[config.mk]
export PLATFORM = sky130hd
export DESIGN_NAME = swq_top
export DESIGN_NICKNAME = d
export VERILOG_FILES = /design/src/pkg/swq_pkg.sv /design/src/rtl/swq_strap_sync.sv /design/src/rtl/swq_storm_meter.sv /design/src/rtl/swq_top.sv
export VERILOG_INCLUDE_DIRS = /design/src /design/src/pkg
export SDC_FILE = /design/constraint.sdc
export NUM_CORES = 1
export LEC_CHECK = 0
export BUFFER_PORTS_ARGS = -buffer_cell sky130_fd_sc_hd__clkbuf_2
export CAP_MARGIN = 30
export CORE_MARGIN = 2
export CORE_UTILIZATION = 58
export DETAILED_ROUTE_END_ITERATION = 10
export PLACE_DENSITY = 0.84
export SLEW_MARGIN = 20
export SYNTH_ARGS = -nofsm -noshare
export SYNTH_HDL_FRONTEND = slang
export SYNTH_SLANG_ARGS = --single-unit
[constraint.sdc]
create_clock -name clock -period 2.85 [get_ports clock]
set_input_delay 0.285 -clock clock [delete_from_list [all_inputs] [get_ports clock]]
set_output_delay 0.285 -clock clock [all_outputs]
set_load 0.02 [all_outputs]
[src/pkg/swq_defines.svh]
// Register offsets, field positions, reset values and timing counts of the global QoS block
`ifndef SWQ_DEFINES_SVH
`define SWQ_DEFINES_SVH

// Register offsets
`define SWQ_ADDR_PRIO_SNIFF   8'h05
`define SWQ_ADDR_MII_STORM    8'h06
`define SWQ_ADDR_STORM_LOW    8'h07

// Priority and sniff register fields
`define SWQ_BIT_SNIFF_BOTH    0
`define SWQ_PRIO_LSB          2
`define SWQ_PRIO_MSB          3

// Switch MII and storm high register fields
`define SWQ_BIT_BACKPRESSURE  7
`define SWQ_BIT_HALF_DUPLEX   6
`define SWQ_BIT_FLOW_CTRL     5
`define SWQ_BIT_SPEED_10      4
`define SWQ_BIT_NULL_VID      3
`define SWQ_STORM_HI_MSB      2

// Reset values
`define SWQ_RST_PRIO_SNIFF    8'h00
`define SWQ_RST_MII_STORM     8'h00
`define SWQ_RST_STORM_LOW     8'h4a

// High to low interleave ratios
`define SWQ_RATIO_10          4'ha
`define SWQ_RATIO_5           4'h5
`define SWQ_RATIO_2           4'h2

// Timing
`define SWQ_CLK_PERIOD_NS     20
`define SWQ_PERIOD_100_MS     50
`define SWQ_PERIOD_10_MS      500
`define SWQ_PERIOD_100_CYC    (`SWQ_PERIOD_100_MS * 1000000 / `SWQ_CLK_PERIOD_NS)
`define SWQ_PERIOD_10_RATIO   (`SWQ_PERIOD_10_MS / `SWQ_PERIOD_100_MS)
`define SWQ_STRAP_SETTLE      3'h5

`endif

[src/pkg/swq_pkg.sv]
// Types shared by the global QoS, MII and storm control block
package swq_pkg;
	// Egress priority scheme codes
	typedef enum logic [1:0] {
		SWQ_STRICT,
		SWQ_RATIO10,
		SWQ_RATIO5,
		SWQ_RATIO2
	} swq_prio_e;

	typedef logic [10:0] swq_rate_t;   // Storm limit in 64-byte blocks
	typedef logic [11:0] swq_vid_t;    // VLAN ID
	typedef logic [7:0]  swq_byte_t;   // Register byte
endpackage

[src/rtl/swq_strap_sync.sv]
// Strap pin synchroniser that hands one settled snapshot to the register bank
`timescale 1ns/1ns
`include "swq_defines.svh"
module swq_strap_sync #(
	parameter int W = 3
) (
	input  wire logic         clock,
	input  wire logic         reset_n,
	input  wire logic [W-1:0] pin_in,
	output logic      [W-1:0] strap_val,
	output logic              strap_load
);
	logic [W-1:0] sync1;    // First stage, read only by sync2
	logic [W-1:0] sync2;    // Second stage
	logic [W-1:0] sync3;    // Third stage
	logic [2:0]   settle;   // Cycles since reset release

	// The synchroniser needs at least one pin to carry
	if (W < 1)
		$error("W must be at least 1");

	////////////////////////////////////////////////////////////////////////////
	// Three-stage synchroniser
	always_ff @(posedge clock)
	begin
		if (!reset_n)
		begin
			sync1 <= '0;
			sync2 <= '0;
			sync3 <= '0;
		end
		else
		begin
			sync1 <= pin_in;
			sync2 <= sync1;
			sync3 <= sync2;
		end
	end

	// Accept a level only once the last two stages agree
	always_ff @(posedge clock)
	begin
		if (!reset_n)
			strap_val <= '0;
		else if (sync2 == sync3)
			strap_val <= sync3;
	end

	////////////////////////////////////////////////////////////////////////////
	// One load pulse once the pipeline has filled after release
	always_ff @(posedge clock)
	begin
		if (!reset_n)
		begin
			settle     <= 3'h0;
			strap_load <= 1'b0;
		end
		else
		begin
			strap_load <= (settle == `SWQ_STRAP_SETTLE - 3'h1);
			if (settle != `SWQ_STRAP_SETTLE)
				settle <= settle + 3'h1;
		end
	end
endmodule

[src/rtl/swq_storm_meter.sv]
// Per-port broadcast storm meter counting 64-byte blocks per period
`timescale 1ns/1ns
`include "swq_defines.svh"
module swq_storm_meter
	import swq_pkg::*;
#(
	parameter int PORTS      = 5,
	parameter int PERIOD_CYC = `SWQ_PERIOD_100_CYC
) (
	input  wire logic             clock,
	input  wire logic             reset_n,
	input  swq_pkg::swq_rate_t    limit,
	input  wire logic             mcast_excl,
	input  wire logic [PORTS-1:0] storm_en,
	input  wire logic [PORTS-1:0] speed_10,
	input  wire logic [PORTS-1:0] frm_start,
	input  wire logic [PORTS-1:0] frm_bcast,
	input  wire logic [PORTS-1:0] frm_mcast,
	input  wire logic [PORTS-1:0] blk,
	output logic      [PORTS-1:0] frm_drop
);
	logic [31:0]      tick_cnt;            // Base 50 ms period timer
	logic             tick;                // Base period boundary
	logic [3:0]       slow_cnt [PORTS];    // Base periods seen by a 10 Mbps port
	logic [11:0]      blocks   [PORTS];    // Saturating block count
	logic [PORTS-1:0] counting;            // Current frame is metered

	// The period timer must count at least two cycles per period
	if (PORTS < 1 || PERIOD_CYC < 2)
		$error("storm meter parameters out of range");

	////////////////////////////////////////////////////////////////////////////
	// Base period timer
	always_ff @(posedge clock)
	begin
		if (!reset_n)
			tick_cnt <= 32'h0;
		else if (tick)
			tick_cnt <= 32'h0;
		else
			tick_cnt <= tick_cnt + 32'h1;
	end
	assign tick = (tick_cnt == 32'(PERIOD_CYC - 1));

	////////////////////////////////////////////////////////////////////////////
	// Per-port metering
	for (genvar p = 0; p < PORTS; p++)
	begin : g_port
		logic period_end;    // This port's period closes
		logic qualifies;     // Frame counts toward the storm limit
		logic over;          // Limit already reached in this period

		assign period_end = tick && (!speed_10[p] ||
			(slow_cnt[p] == 4'(`SWQ_PERIOD_10_RATIO - 1)));
		assign qualifies = storm_en[p] && (frm_bcast[p] ||
			(frm_mcast[p] && !mcast_excl));
		assign over = (blocks[p] >= {1'b0, limit});

		// Slow period divider for 10 Mbps ports
		always_ff @(posedge clock)
		begin
			if (!reset_n)
				slow_cnt[p] <= 4'h0;
			else if (tick)
				slow_cnt[p] <= period_end ? 4'h0 : slow_cnt[p] + 4'h1;
		end

		// Block counter, cleared at each period end
		always_ff @(posedge clock)
		begin
			if (!reset_n)
				blocks[p] <= 12'h0;
			else if (period_end)
				blocks[p] <= 12'h0;
			else if (blk[p] && counting[p] && !blocks[p][11])
				blocks[p] <= blocks[p] + 12'h1;
		end

		// Frame admission and drop decision
		always_ff @(posedge clock)
		begin
			if (!reset_n)
			begin
				counting[p] <= 1'b0;
				frm_drop[p] <= 1'b0;
			end
			else
			begin
				frm_drop[p] <= frm_start[p] && qualifies && over;
				if (frm_start[p])
					counting[p] <= qualifies && !over;
			end
		end
	end
endmodule

[src/rtl/swq_top.sv]
// Global priority, sniff, switch MII and storm control register bank
// How it works
// - Two-bit code picks strict or weighted interleave.
// - Sniff bit set: mirror when both ports match.
// - Sniff bit clear: mirror when either matches.
// - Receive-only mirroring uses the either-match setting.
// - Bit 7 enables MII back pressure, resets zero.
// - Bit 6 selects MII half or full duplex.
// - Bit 5 enables MII pause flow control.
// - Bit 4 selects MII 10 or 100 Mbps.
// - Replace null VLAN ID with port default.
// - Storm period 50 ms fast, 500 ms slow.
// - Storm limit resets to 0x04a blocks.
// - Limit applies only to storm-enabled ports.
// - Multicast exclusion counts only broadcast frames.
`timescale 1ns/1ns
`include "swq_defines.svh"
module swq_top
	import swq_pkg::*;
#(
	parameter int PORTS      = 5,
	parameter int PERIOD_CYC = `SWQ_PERIOD_100_CYC
) (
	input  wire logic             clock,
	input  wire logic             reset_n,
	// Register port
	input  wire logic [7:0]       reg_addr,
	input  swq_pkg::swq_byte_t    reg_wdata,
	input  wire logic             reg_write,
	input  wire logic             reg_read,
	output swq_pkg::swq_byte_t    reg_rdata,
	// Strap pins
	input  wire logic             duplex_strap_pin,
	input  wire logic             flow_ctrl_strap_pin,
	input  wire logic             speed_strap_pin,
	// Switch MII settings
	output logic                  mii_backpressure_en,
	output logic                  mii_half_duplex,
	output logic                  mii_flow_ctrl_en,
	output logic                  mii_speed_10,
	// Egress scheduler slot
	input  wire logic             sched_take,
	input  wire logic             sched_hi_pend,
	input  wire logic             sched_lo_pend,
	output logic                  sched_grant_hi,
	output logic                  sched_grant_lo,
	// Mirror decision
	input  wire logic             mirror_req,
	input  wire logic             mirror_src_match,
	input  wire logic             mirror_dst_match,
	output logic                  mirror_valid,
	output logic                  mirror_hit,
	// Null VLAN ID replacement
	input  wire logic             vid_req,
	input  wire logic             vid_tagged,
	input  swq_pkg::swq_vid_t     vid_in,
	input  swq_pkg::swq_vid_t     vid_port_default,
	output logic                  vid_valid,
	output swq_pkg::swq_vid_t     vid_out,
	// Storm metering
	input  wire logic             storm_mcast_excl,
	input  wire logic [PORTS-1:0] storm_port_en,
	input  wire logic [PORTS-1:0] storm_port_speed_10,
	input  wire logic [PORTS-1:0] storm_frm_start,
	input  wire logic [PORTS-1:0] storm_frm_bcast,
	input  wire logic [PORTS-1:0] storm_frm_mcast,
	input  wire logic [PORTS-1:0] storm_blk,
	output logic      [PORTS-1:0] storm_frm_drop,
	output swq_pkg::swq_rate_t    storm_limit
);
	import swq_pkg::*;

	////////////////////////////////////////////////////////////////////////////
	// Elaboration checks
	if (PORTS < 1 || PORTS > 32)
		$error("PORTS must lie between 1 and 32");
	if (PERIOD_CYC < 2)
		$error("PERIOD_CYC must be at least 2");

	////////////////////////////////////////////////////////////////////////////
	// Declarations
	swq_byte_t  prio_sniff;     // Priority scheme and sniff mode
	swq_byte_t  mii_storm;      // Switch MII options and storm limit high bits
	swq_byte_t  storm_low;      // Storm limit low byte
	logic [2:0] strap_val;      // Settled strap levels: duplex, flow, speed
	logic       strap_load;     // One pulse after reset release
	swq_prio_e  prio_scheme;    // Current scheme
	logic [3:0] hi_run;         // High grants since last low grant
	logic       sniff_both;     // Sniff mode select

	// High grants allowed before a low one must go
	function automatic logic [3:0] hi_quota(input swq_prio_e scheme);
		unique case (scheme)
			SWQ_RATIO10: hi_quota = `SWQ_RATIO_10;
			SWQ_RATIO5:  hi_quota = `SWQ_RATIO_5;
			SWQ_RATIO2:  hi_quota = `SWQ_RATIO_2;
			SWQ_STRICT:  hi_quota = 4'hf;
		endcase
	endfunction

	// Write decode for one register
	function automatic logic wr_hit(input logic [7:0] addr, input logic [7:0] target);
		wr_hit = reg_write && (addr == target);
	endfunction

	////////////////////////////////////////////////////////////////////////////
	// Strap capture
	// The straps are taken once after reset; later pin changes are ignored,
	// so software owns the option bits from then on
	swq_strap_sync #(
		.W          (3)
	) u_strap (
		.clock      (clock),
		.reset_n    (reset_n),
		.pin_in     ({duplex_strap_pin, flow_ctrl_strap_pin, speed_strap_pin}),
		.strap_val  (strap_val),
		.strap_load (strap_load)
	);

	////////////////////////////////////////////////////////////////////////////
	// Priority and sniff register
	always_ff @(posedge clock)
	begin
		if (!reset_n)
			prio_sniff <= `SWQ_RST_PRIO_SNIFF;
		else if (wr_hit(reg_addr, `SWQ_ADDR_PRIO_SNIFF))
			prio_sniff <= reg_wdata;
	end

	// Switch MII and storm high register
	always_ff @(posedge clock)
	begin
		if (!reset_n)
			mii_storm <= `SWQ_RST_MII_STORM;
		else if (wr_hit(reg_addr, `SWQ_ADDR_MII_STORM))
			mii_storm <= reg_wdata;
		else if (strap_load)
		begin
			// Straps fill the option bits unless software writes the register in the same cycle
			mii_storm[`SWQ_BIT_HALF_DUPLEX] <= strap_val[2];
			mii_storm[`SWQ_BIT_FLOW_CTRL]   <= strap_val[1];
			mii_storm[`SWQ_BIT_SPEED_10]    <= strap_val[0];
		end
	end

	// Storm limit low byte
	always_ff @(posedge clock)
	begin
		if (!reset_n)
			storm_low <= `SWQ_RST_STORM_LOW;
		else if (wr_hit(reg_addr, `SWQ_ADDR_STORM_LOW))
			storm_low <= reg_wdata;
	end

	////////////////////////////////////////////////////////////////////////////
	// Read port: data stand only in the cycle after the strobe
	// Unmapped offsets read as zero, so a probe of the bank never returns
	// a stale value left over from an earlier read
	always_ff @(posedge clock)
	begin
		if (!reset_n)
			reg_rdata <= 8'h00;
		else if (reg_read)
		begin
			unique case (reg_addr)
				`SWQ_ADDR_PRIO_SNIFF: reg_rdata <= prio_sniff;
				`SWQ_ADDR_MII_STORM:  reg_rdata <= mii_storm;
				`SWQ_ADDR_STORM_LOW:  reg_rdata <= storm_low;
				default:              reg_rdata <= 8'h00;    // Unmapped
			endcase
		end
		else
			reg_rdata <= 8'h00;
	end

	////////////////////////////////////////////////////////////////////////////
	// Field outputs
	// Option bits are wired straight out of the register with no extra delay
	assign mii_backpressure_en = mii_storm[`SWQ_BIT_BACKPRESSURE];
	assign mii_half_duplex     = mii_storm[`SWQ_BIT_HALF_DUPLEX];
	assign mii_flow_ctrl_en    = mii_storm[`SWQ_BIT_FLOW_CTRL];
	assign mii_speed_10        = mii_storm[`SWQ_BIT_SPEED_10];
	assign storm_limit = {mii_storm[`SWQ_STORM_HI_MSB:0], storm_low};
	assign prio_scheme = swq_prio_e'(prio_sniff[`SWQ_PRIO_MSB:`SWQ_PRIO_LSB]);
	assign sniff_both  = prio_sniff[`SWQ_BIT_SNIFF_BOTH];

	////////////////////////////////////////////////////////////////////////////
	// Egress scheduler grant
	// The run counter is kept across scheme changes; a switch to a smaller quota
	// therefore lets one low packet out at once, which only shortens a high run.
	// Strict mode holds the counter at zero so a later ratio scheme starts afresh.
	always_ff @(posedge clock)
	begin
		if (!reset_n)
		begin
			sched_grant_hi <= 1'b0;
			sched_grant_lo <= 1'b0;
			hi_run         <= 4'h0;
		end
		else
		begin
			sched_grant_hi <= 1'b0;
			sched_grant_lo <= 1'b0;
			if (sched_take)
			begin
				if (prio_scheme == SWQ_STRICT)
				begin
					// High always goes first
					sched_grant_hi <= sched_hi_pend;
					sched_grant_lo <= !sched_hi_pend && sched_lo_pend;
					hi_run         <= 4'h0;
				end
				else if (sched_hi_pend &&
					(!sched_lo_pend || hi_run < hi_quota(prio_scheme)))
				begin
					// High within its quota
					sched_grant_hi <= 1'b1;
					if (hi_run != 4'hf)
						hi_run <= hi_run + 4'h1;
				end
				else if (sched_lo_pend)
				begin
					// Quota used up: one low packet
					sched_grant_lo <= 1'b1;
					hi_run         <= 4'h0;
				end
			end
		end
	end

	////////////////////////////////////////////////////////////////////////////
	// Mirror decision
	// The match flags arrive with the request and are judged in that cycle;
	// the hit flag is forced low between answers so it never outlives its valid
	always_ff @(posedge clock)
	begin
		if (!reset_n)
		begin
			mirror_valid <= 1'b0;
			mirror_hit   <= 1'b0;
		end
		else
		begin
			mirror_valid <= mirror_req;
			if (!mirror_req)
				mirror_hit <= 1'b0;
			else if (sniff_both)
				mirror_hit <= mirror_src_match && mirror_dst_match;
			else
				mirror_hit <= mirror_src_match || mirror_dst_match;
		end
	end

	////////////////////////////////////////////////////////////////////////////
	// Null VLAN ID replacement
	// Only tagged frames carry an ID to replace; untagged ones pass as they are.
	// The output keeps its value between requests for the egress path to read.
	always_ff @(posedge clock)
	begin
		if (!reset_n)
		begin
			vid_valid <= 1'b0;
			vid_out   <= 12'h000;
		end
		else
		begin
			vid_valid <= vid_req;
			if (vid_req)
			begin
				if (mii_storm[`SWQ_BIT_NULL_VID] && vid_tagged && vid_in == 12'h000)
					vid_out <= vid_port_default;
				else
					vid_out <= vid_in;
			end
		end
	end

	////////////////////////////////////////////////////////////////////////////
	// Broadcast storm meter
	// The limit is taken live from the registers, so a rewrite takes effect at
	// the next frame start without waiting for the period to close
	swq_storm_meter #(
		.PORTS      (PORTS),
		.PERIOD_CYC (PERIOD_CYC)
	) u_storm (
		.clock      (clock),
		.reset_n    (reset_n),
		.limit      (storm_limit),
		.mcast_excl (storm_mcast_excl),
		.storm_en   (storm_port_en),
		.speed_10   (storm_port_speed_10),
		.frm_start  (storm_frm_start),
		.frm_bcast  (storm_frm_bcast),
		.frm_mcast  (storm_frm_mcast),
		.blk        (storm_blk),
		.frm_drop   (storm_frm_drop)
	);
endmodule

==> flow_summary.json <==
{
  "status": "finished clean",
  "syn-cell-area_sq_mm": 0.0101,
  "cts_htree_levels": 4,
  "finalSetupTns_ns": 0,
  "max_freq_mhz": 396,
  "whs_ns": 0.0493,
  "power_leakage_nw": 4.75,
  "fp.dieH_microns": 136,
  "path_depth": 6,
  "syn-num-nets": 1204,
  "ioPinCount": 131,
  "p_comb_share_pct": 7.4,
  "crit_required_ns": 2.92,
  "portBuffers": 130,
  "ff2ff_path_depth": 6,
  "arrival_ns": 2.60,
  "n_antenna_cell": 0,
  "clk_pin_slew_ns": 0.06,
  "cts_setup_buffers": 0,
  "area_growth_pct": 14.1,
  "clock_sinks": 191,
  "clock_path_buffers": 2,
  "rsz0062_at_grt": "no",
  "min_path_cells": 2,
  "worst-setup-path-type": "flip-flop to flip-flop",
  "synthArstFlopShare_pct": 0,
  "finalSetupViolCount": 0,
  "vias_per_cell": 5.82,
  "yosysWarnings": 0,
  "antenna_left": 0,
  "num_rows": 48,
  "hold_class": "primary input to flip-flop",
  "p_seq_share_pct": 52.1,
  "post_cts_resized": 0,
  "overflow": 0,
  "irDropWorstVdd_mv": 0.486,
  "power.density_mw_per_mm2": 499,
  "critPathBufInv": 1,
  "wl_microns": 22600,
  "worstSkewPairLatency_ns": 0.44,
  "fin_skew_ns": 0.0133,
  "yosys.area.top_type": "edfxtp_1",
  "synth_area_leaders": "edfxtp_1 (24%), dfxtp_1 (22%), ha_1 (9.6%), nor2_1 (5.8%), xor2_1 (3.5%)",
  "worstMarginPinSlew_ns": 0.755,
  "cts_hold_buffers": 0,
  "critPathSlowestCell": "nor4_1",
  "yosys_most_used_dff": "dfxtp_1",
  "cpLargestDelayFamily": "simple AND/OR/NAND/NOR gates",
  "netlist.area_leader.share_pct": 23.7,
  "antenna_found_initial": 0,
  "start_kind": "flip-flop",
  "yosysSeqAreaShare_pct": 45.6,
  "firstDrtPassIters": 5,
  "pwr-share-clk_pct": 40.5,
  "max_stage_delay_ns": 0.46,
  "dp.final_hpwl_microns": 16200,
  "hold_viol": 0,
  "grt_max_degree": 37,
  "post_drt_wl_per_cell_microns": 16.1,
  "dieArea_sq_mm": 0.0186,
  "crit_path_end_kind": "flip-flop",
  "initial_core_util_pct": 59.0,
  "core_area_sq_mm": 0.0172,
  "cts_root_buffer": "clkbuf_16",
  "p_sw_share_pct": 22.9,
  "first_global_vias": 7792,
  "drc_errors": 0,
  "cts_buffers": 17,
  "fin_nets": 1329,
  "period_needed_ns": 2.52,
  "finish.utilization_pct": 67.3,
  "drt_iter0_markers": 539,
  "path_cells": "nor4_1 -> nand4_1 -> nor3_4 -> buf_4 -> nand2_1 -> nand3_1",
  "power_switching_mw": 1.32,
  "finalCritPeriodShare_pct": 88.6,
  "finalPower_mw": 5.78,
  "intPower_mw": 4.45,
  "track_usage_pct": 25.2,
  "die_w_microns": 136,
  "synth_cells": 1040,
  "drive_above_1_share_pct": 15.4,
  "ys_seq_elements": 191,
  "syn_area_per_cell_sq_um": 9.75,
  "cts_tree": "yes",
  "synth_edf_count": 80,
  "critPathMaxFanout": 17,
  "finalMaxSlewViolations": 0,
  "r2r_slack_ns": 0.33,
  "ys_top_cells_by_count": "nor2_1 (156), dfxtp_1 (111), edfxtp_1 (80), ha_1 (78), nand3_1 (56)",
  "synth_most_common_cell": "nor2_1",
  "relSlewSlack_pct": 49.6,
  "grt_pass1_wl_microns": 36900,
  "cap_violations": 0,
  "routabilityCongestion": 0.874,
  "via_count": 8164,
  "post_synth_num_cell_types": 59
}
## state kept, by name (all words and copies together) (netlist names)
name                flops
reg_rdata               8
sched_grant_lo          1
mii_storm               8
sched_grant_hi          1
u_storm.counting        5
vid_out                12
u_storm.blocks         60
u_storm.tick_cnt       32
u_strap.strap_val       3
hi_run                  4
u_strap.strap_load      1
prio_sniff              8
storm_low               8
u_strap.sync2           3
vid_valid               1
mirror_hit              1
u_storm.frm_drop        5
u_strap.sync1           3
u_storm.slow_cnt       20
u_strap.settle          3
u_strap.sync3           3
mirror_valid            1
## stage by stage
stage,area (sq um),setup slack (ns),instances
floorplan,10100,0.633,1040
global placement,11000,0.501,1371
detailed placement,11000,0.412,1371
CTS,11600,0.328,1403
global route,11600,0.188,1403
finish,11600,0.326,1403
## power by group through the flow
stage / logic (mW) / registers [mW] / clock network (mW)
floorplan: 0.243 / 3.07 / 0
global placement: 0.405 / 3.06 / 0
detailed placement: 0.417 / 3.07 / 0
CTS: 0.424 / 3.01 / 2.36
global route: 0.476 / 3.02 / 2.47
finish: 0.426 / 3.01 / 2.34
## layout make-up
type,count,area (sq um)
Sequential cell,191,4620
Timing Repair Buffer,139,731
Clock inverter,11,111
Multi-Input combinational cell,767,5170
Clock buffer,21,464
Tap cell,225,282
Inverter,49,184
Fill cell,1302,5610
## per-layer routing
metal / vias to the layer above / GRT usage (%) / wire length (microns)
li1: 4014 / - / -
met1: 3836 / 31.7 / 9730
met3: 43 / 5.15 / 1420
met5: - / 0 / 0
met4: 0 / 9.09 / 526
met2: 271 / 42.8 / 11000
## worst register-to-register path, stage by stage (launching register included)
cell     delay (ns)
dfxtp_1        0.35
nor4_1         0.46
nand4_1        0.35
nor3_4         0.24
buf_4          0.26
nand2_1        0.08
nand3_1        0.42
## cells by family (layout without fill, tap and decap cells)
kind of cell | count (synthesis) | in the layout | synth area share, %
buffers and inverters | 82 | 220 | 3.42
DFF | 191 | 191 | 45.6
AOI/OAI and AO/OA | 188 | 188 | 12.4
muxes | 29 | 29 | 2.96
and+or+nand+nor | 393 | 393 | 19.1
adders and majority gates | 78 | 78 | 9.62
xor gates and xnor gates | 79 | 79 | 6.82
## final timing paths
kind	startpoint	to
max	u_storm.tick_cnt[9]	u_storm.blocks[3][0]
min reg2reg	u_strap.sync1[0]	u_strap.sync2[0]
min	duplex_strap_pin	u_strap.sync1[2]
max reg2reg	u_storm.tick_cnt[9]	u_storm.blocks[3][0]
## cells in the final DEF (no fill, tap or decap), types with 6 or more instances in the layout
master | netlist | routed
nand2b_1 | 8 | 8
nor3_1 | 11 | 11
nor2b_1 | 7 | 7
xnor2_1 | 38 | 38
a21oi_1 | 44 | 44
dfxtp_1 | 111 | 111
a32o_1 | 6 | 6
clkbuf_16 | 0 | 17
edfxtp_1 | 80 | 80
ha_1 | 78 | 78
mux2i_1 | 21 | 21
nand2_1 | 54 | 54
nand4_1 | 18 | 18
a31oi_1 | 12 | 12
a211oi_1 | 10 | 10
xor2_1 | 41 | 41
clkbuf_2 | 0 | 130
inv_1 | 49 | 49
o21ai_0 | 30 | 30
nor2_1 | 156 | 156
a211o_1 | 9 | 9
and3_1 | 16 | 16
and4_1 | 10 | 10
nor4_1 | 15 | 15
a22oi_1 | 10 | 10
nand3_1 | 56 | 56
mux2_2 | 8 | 8
o31ai_1 | 9 | 9
a21o_1 | 21 | 21
o21a_1 | 7 | 7
and2_1 | 17 | 17
buf_4 | 8 | 8
o211ai_1 | 6 | 6
(Power assumes the default switching activity.)
